<file path="config.mk">
export PLATFORM = sky130hd
export DESIGN_NAME = iepg_gate
export DESIGN_NICKNAME = d
export VERILOG_FILES = /design/src/design/iepg_pkg.sv /design/src/design/iepg_sel_if.sv /design/src/design/iepg_arbiter.sv /design/src/design/iepg_gate.sv
export VERILOG_INCLUDE_DIRS = /design/src /design/src/design
export SDC_FILE = /design/constraint.sdc
export NUM_CORES = 1
export LEC_CHECK = 0
export BUFFER_PORTS_ARGS = -buffer_cell sky130_fd_sc_hd__buf_2
export CORE_AREA = 10 10 53 76
export DETAILED_ROUTE_END_ITERATION = 16
export DIE_AREA = 0 0 63 86
export PLACE_DENSITY = 0.81
export SKIP_LAST_GASP = 1
export SLEW_MARGIN = 40
export SYNTH_ARGS = -nofsm -noshare
export SYNTH_HDL_FRONTEND = slang
export SYNTH_HIERARCHICAL = 1
export SYNTH_SLANG_ARGS = --single-unit
</file>
<file path="constraint.sdc">
create_clock -name mclk_i -period 3.2 [get_ports mclk_i]
set_clock_uncertainty 0.1 [all_clocks]
set_input_delay 0.64 -clock mclk_i [delete_from_list [all_inputs] [get_ports mclk_i]]
set_output_delay 0.64 -clock mclk_i [all_outputs]
set_load 0.005 [all_outputs]
</file>
<file path="src/design/iepg_consts.svh">
// Overview of operation
// - Enable bit 7 is the master gate; clear blocks every source.
// - A request passes only when master and its own enable are one.
// - Each source enable bit: zero disables, one enables that source.
// - Serial1 enable at bit 6, serial0 at bit 4; read/write, reset zero.
// - Timer1 enable at bit 3, timer0 at bit 1; read/write, reset zero.
// - External 1 enable at bit 2; read/write, reset zero, one enables.
// - Priority bit zero means low level, one means high; reset zero.
// - With master enable zero, no request is acknowledged.
// - Same level: lowest fixed interrupt number is served first.
`ifndef IEPG_CONSTS_SVH
`define IEPG_CONSTS_SVH
`define IEPG_ADDR_ENABLE 8'hA8
`define IEPG_ADDR_PRIORITY 8'hB8
`define IEPG_ENABLE_RESET 8'h00
`define IEPG_PRIORITY_RESET 8'h00
`define IEPG_BIT_MASTER 7
`define IEPG_BIT_SERIAL1 6
`define IEPG_BIT_RSVD 5
`define IEPG_BIT_SERIAL0 4
`define IEPG_BIT_TIMER1 3
`define IEPG_BIT_EXT1 2
`define IEPG_BIT_TIMER0 1
`define IEPG_BIT_EXT0 0
`define IEPG_ENABLE_WMASK 8'hDF
`define IEPG_PRIORITY_WMASK 8'h5F
`define IEPG_NUM_SRC 6
`endif

</file>
<file path="src/design/iepg_pkg.sv">
package iepg_pkg;
  // Source index order follows the fixed hardware interrupt number
  typedef enum logic [2:0] {
    IEPG_SRC_EXT0, IEPG_SRC_TIMER0, IEPG_SRC_EXT1,
    IEPG_SRC_TIMER1, IEPG_SRC_SERIAL0, IEPG_SRC_SERIAL1
  } iepg_src_t;
  typedef logic [7:0] iepg_byte_t;
endpackage : iepg_pkg

</file>
<file path="src/design/iepg_sel_if.sv">
`timescale 1ns/1ps
interface iepg_sel_if #(parameter int NSRC = 6);
  logic [NSRC-1:0] armed;
  logic [NSRC-1:0] high;
  logic valid;
  logic [2:0] index;
  logic level;
  modport gate (output armed, output high, input valid, input index, input level);
  modport arb (input armed, input high, output valid, output index, output level);
endinterface : iepg_sel_if

</file>
<file path="src/design/iepg_arbiter.sv">
`timescale 1ns/1ps
module iepg_arbiter #(
  parameter int NSRC = 6
) (
  iepg_sel_if.arb sel
);
  logic [NSRC-1:0] hi_req;
  logic [NSRC-1:0] lo_req;
  logic [NSRC-1:0] pick;
  logic [2:0] hi_idx;
  logic [2:0] lo_idx;

  assign hi_req = sel.armed & sel.high;
  assign lo_req = sel.armed & ~sel.high;
  // High level wins over low when any high request is armed
  assign pick = (|hi_req) ? hi_req : lo_req;

  // Lowest set index wins inside the chosen level
  always_comb begin
    hi_idx = 3'h0;
    lo_idx = 3'h0;
    for (int i = NSRC - 1; i >= 0; i--) begin
      if (pick[i]) begin
        hi_idx = 3'(i);
      end
    end
    lo_idx = hi_idx;
  end

  assign sel.valid = |sel.armed;
  assign sel.index = lo_idx;
  assign sel.level = |hi_req;
endmodule : iepg_arbiter

</file>
<file path="src/design/iepg_gate.sv">
`timescale 1ns/1ps
`include "iepg_consts.svh"
module iepg_gate #(
  parameter int NSRC = `IEPG_NUM_SRC
) (
  // Clock and reset
  input wire logic mclk_i,
  input wire logic reset_n_i,
  // Register port
  input wire logic [7:0] addr_i,
  input wire logic [7:0] wdata_i,
  input wire logic wr_i,
  input wire logic rd_i,
  output logic [7:0] rdata_o,
  // Request side, index is the fixed interrupt number order
  input wire logic [NSRC-1:0] irq_req_i,
  // Core side
  input wire logic irq_ack_i,
  output logic irq_valid_o,
  output logic [2:0] irq_index_o,
  output logic irq_level_o,
  output logic [NSRC-1:0] irq_gated_o
);

  ////////////////////////////////////////////////////////////////////////////
  // Registers
  iepg_pkg::iepg_byte_t enable_r;
  iepg_pkg::iepg_byte_t enable_nxt;
  iepg_pkg::iepg_byte_t priority_r;
  iepg_pkg::iepg_byte_t priority_nxt;
  logic [7:0] rdata_r;
  logic [7:0] rdata_nxt;
  logic wr_enable;
  logic wr_priority;

  assign wr_enable = wr_i && (addr_i == `IEPG_ADDR_ENABLE);
  assign wr_priority = wr_i && (addr_i == `IEPG_ADDR_PRIORITY);
  // Reserved bit 5 is never stored, so it reads zero and cannot gate
  assign enable_nxt = wr_enable ? (wdata_i & `IEPG_ENABLE_WMASK) : enable_r;
  assign priority_nxt = wr_priority ? (wdata_i & `IEPG_PRIORITY_WMASK) : priority_r;

  // Unmapped addresses read zero
  assign rdata_nxt = !rd_i ? 8'h00 :
                     (addr_i == `IEPG_ADDR_ENABLE) ? enable_r :
                     (addr_i == `IEPG_ADDR_PRIORITY) ? priority_r : 8'h00;

  always_ff @(posedge mclk_i or negedge reset_n_i) begin
    if (!reset_n_i) begin
      enable_r <= `IEPG_ENABLE_RESET;
      priority_r <= `IEPG_PRIORITY_RESET;
      rdata_r <= 8'h00;
    end else begin
      enable_r <= enable_nxt;
      priority_r <= priority_nxt;
      rdata_r <= rdata_nxt;
    end
  end

  ////////////////////////////////////////////////////////////////////////////
  // Per-source gating
  logic master_irq_enable;
  logic [NSRC-1:0] src_enable;
  logic [NSRC-1:0] src_priority;

  assign master_irq_enable = enable_r[`IEPG_BIT_MASTER];
  // Map register bits onto source numbers; bit 5 is skipped
  assign src_enable = {enable_r[`IEPG_BIT_SERIAL1], enable_r[`IEPG_BIT_SERIAL0],
                       enable_r[`IEPG_BIT_TIMER1], enable_r[`IEPG_BIT_EXT1],
                       enable_r[`IEPG_BIT_TIMER0], enable_r[`IEPG_BIT_EXT0]};
  assign src_priority = {priority_r[`IEPG_BIT_SERIAL1], priority_r[`IEPG_BIT_SERIAL0],
                         priority_r[`IEPG_BIT_TIMER1], priority_r[`IEPG_BIT_EXT1],
                         priority_r[`IEPG_BIT_TIMER0], priority_r[`IEPG_BIT_EXT0]};

  iepg_sel_if #(.NSRC(NSRC)) sel ();

  genvar g;
  generate
    for (g = 0; g < NSRC; g++) begin : g_src
      // Both master and own enable must be one
      assign sel.armed[g] = irq_req_i[g] & src_enable[g] & master_irq_enable;
      assign sel.high[g] = src_priority[g];
    end
  endgenerate

  iepg_arbiter #(.NSRC(NSRC)) u_arb (
    .sel(sel.arb)
  );

  ////////////////////////////////////////////////////////////////////////////
  // Core-facing outputs, registered; a pending ack cannot resurrect a
  // request once master enable drops since valid is re-evaluated each cycle
  logic valid_r;
  logic [2:0] index_r;
  logic level_r;
  logic [NSRC-1:0] gated_r;

  always_ff @(posedge mclk_i or negedge reset_n_i) begin
    if (!reset_n_i) begin
      valid_r <= 1'b0;
      index_r <= 3'h0;
      level_r <= 1'b0;
      gated_r <= '0;
    end else begin
      valid_r <= sel.valid & master_irq_enable;
      index_r <= sel.index;
      level_r <= sel.level;
      gated_r <= sel.armed;
    end
  end

  assign rdata_o = rdata_r;
  assign irq_valid_o = valid_r;
  assign irq_index_o = index_r;
  assign irq_level_o = level_r;
  assign irq_gated_o = gated_r;
endmodule : iepg_gate

</file>
==> run metrics <==
Max Slew Vio Count 0; Yosys warning total 6; maxcap violations 0; sw frac a little under 20%; DR pass1 iterations 4; RD Place Congestion around 0.84; Netlist Area Pre-Place roughly 1400 um^2; min Tclk post-route roughly 2100 ps; Power Density between 400 and 500 nW/um^2; crit path cell chain buf_2 -> or4b_4 -> nor4_4 -> mux2_2; fin nets about 180; Internal Power between 0.6 and 0.7 mW; Die Area roughly 5400 um^2; post-synthesis cell count between 100 and 150; Worst Setup End Kind flop; CTS tree yes; outcome finished clean; largest net degree at the start of global routing 32; sequential fraction of the synthesis area roughly 56%; leak pwr between 1 and 1.5 nW; clock root cell clkbuf_8; DRT antenna net count 0; Core Box Area 2676 um^2; initial DRC count 19; total congestion overflow 0; most common cell in the synthesized netlist dfrtp_1; via count just over 1,000; sw power 0.1653 mW; vias in the first global route approximately 1,200; Final Cycle Share between 60 and 70%; CP arrival between 2000 and 2500 ps; Req. time, crit path roughly 3300 ps; synthesized flop and latch total 31; Post-CTS Setup Bufs 0; Peak supply drop ~0.64 mV; Synth top area share ~56%; initial antenna violation count 0; clock network fraction of total power a little under half; Hold Crit Class in -> async; Comb power frac around 5.2%; IO Pins between 40 and 50; site row count 23; global-route wire length before repair roughly 5200 um; Diodes inserted 0; share of cells above drive strength 1 a little under half; cells on worst reg2reg path 5; cts bufs inserted 5; hold_buf cts 0; post-synthesis cell type count 33; number of enable flip-flop cells after synthesis 0; Finish-stage setup viols 0; crit-path max cell delay around 580 ps; Tot GR Track Use between 10% and 20%; Max Fclk approximately 0.47 GHz; syn_area_per_cell 12.93 um^2; clk buf depth 2; top cells by area, synth dfrtp_1, mux2_2, a22oi_4; WS Path Type in -> reg; RSZ-0062 raised after global routing no; DIE WIDTH 63 um; Final Hold Vio Count 0; Post-synth top flop dfrtp_1; CP startpoint kind input pin; Die H between 80 and 90 um; Sink Count 31; clk_lat worst skew between 200 and 300 ps; Area Growth Syn to Fin 25.63%; port bufs 42; sequential power share between 40% and 50%; syn_nets between 100 and 150; Power Total around 0.84 mW; Synth top cells by count dfrtp_1, mux2_2, nor2_1; Clk pin slew, worst setup/hold paths around 60 ps; Fillers between 200 and 250; Starting Density a little over half; routed vias/inst between 5 and 6; post-DP HPWL ~2500 um; Crit-path slowest cell or4b_4; setup TNS 0 ps; Slew @ Worst Pin between 600 and 700 ps; relative slew slack a little under three fifths; asr flop ratio synth between 90% and 100%; top cell type by total area after synthesis dfrtp_1; Remaining DRCs 0; CP max FO 7; post-CTS resize count 0; overall routed net length 3156 um; H-tree levels 2; WL per Instance 16.44 um
-- state kept, by name, indices dropped and copies added (netlist names) --
| name | cells |
|---|---|
| irq_index_o | 3 |
| irq_valid_o | 1 |
| priority_r | 6 |
| irq_gated_o | 6 |
| enable_r | 7 |
| rdata_o | 7 |
| irq_level_o | 1 |
-- per-layer routing --
| layer | routed length, um | share of wire, % | up-vias | track usage, % |
|---|---|---|---|---|
| li1 | - | - | 482 | - |
| met1 | 1012 | 32 | 513 | 9.218 |
| met2 | 1870 | 59 | 31 | 24.10 |
| met3 | 209 | 6.6 | 7 | 5.729 |
| met4 | 65 | 2.1 | 0 | 6.531 |
| met5 | 0 | 0 | - | 0 |
-- cells in the final DEF (no fill, tap or decap), drive strengths merged, types with 4 or more instances in the layout --
cell type and instances:
dfrtp 31, clkbuf 6, nor2 7, inv 6, mux2i 6, mux2 13
a22oi 4, and3 6, buf 42
-- path summary, 6_finish.rpt --
kind                       slack (ps)                     from                        end
max in group asynchronous        2300                reset_n_i  priority_r[1]$_DFFE_PN0P_
max                              1060                addr_i[1]    enable_r[1]$_DFFE_PN0P_
min in group mclk_i               420  enable_r[4]$_DFFE_PN0P_    enable_r[4]$_DFFE_PN0P_
max reg2reg                      1350  enable_r[7]$_DFFE_PN0P_   irq_index_o[2]$_DFF_PN0_
min                               280                reset_n_i       rdata_o[7]$_DFF_PN0_
min reg2reg                       420  enable_r[4]$_DFFE_PN0P_    enable_r[4]$_DFFE_PN0P_
-- cell families after synthesis --
logic type,after synthesis,share of synthesized area [%]
AND/OR/NAND/NOR,28,13.62
other,1,0.2686
multiplexers,19,14.79
buffers and inverters,9,2.777
AO/OA/AOI/OAI,20,12.99
flip-flops,31,55.56
-- area by class of cell --
cell class,count,area [um^2],share of cell area [%]
Clock inverter,2,35.03,1.997
Tap cell,37,46.29,2.639
Timing Repair Buffer,42,210.2,11.98
Clock buffer,6,82.58,4.708
Inverter,6,22.52,1.284
Multi-Input combinational cell,68,581.8,33.17
Sequential cell,31,775.7,44.22
-- power by group through the flow --
stage               sequential [mW]  combinational, mW  clock (mW)
finish                        0.411             0.0438       0.384
global route                  0.412             0.0489       0.411
CTS                           0.411             0.0442       0.390
detailed placement            0.418             0.0440           0
global placement              0.417             0.0419           0
floorplan                     0.415             0.0203           0
-- worst max-delay path, delay by kind of cell --
kind / cells / cell delay [ps]
AND/OR/NAND/NOR: 2 / 1070
multiplexers: 1 / 400
buffers and inverters: 1 / 100
-- metrics by stage --
step	util, %	setup WS [ps]	instances	area [um^2]	hold slack (ps)
floorplan	-	996.2	108	1396	244.4
global placement	61.15	772.4	184	1637	405.8
detailed placement	61.15	755.6	184	1637	414.2
CTS	65.54	1052	192	1754	292.3
global route	65.54	1013	192	1754	312.9
finish	65.54	1061	192	1754	279.0
Note: power is estimated with default switching activity, not from simulation.
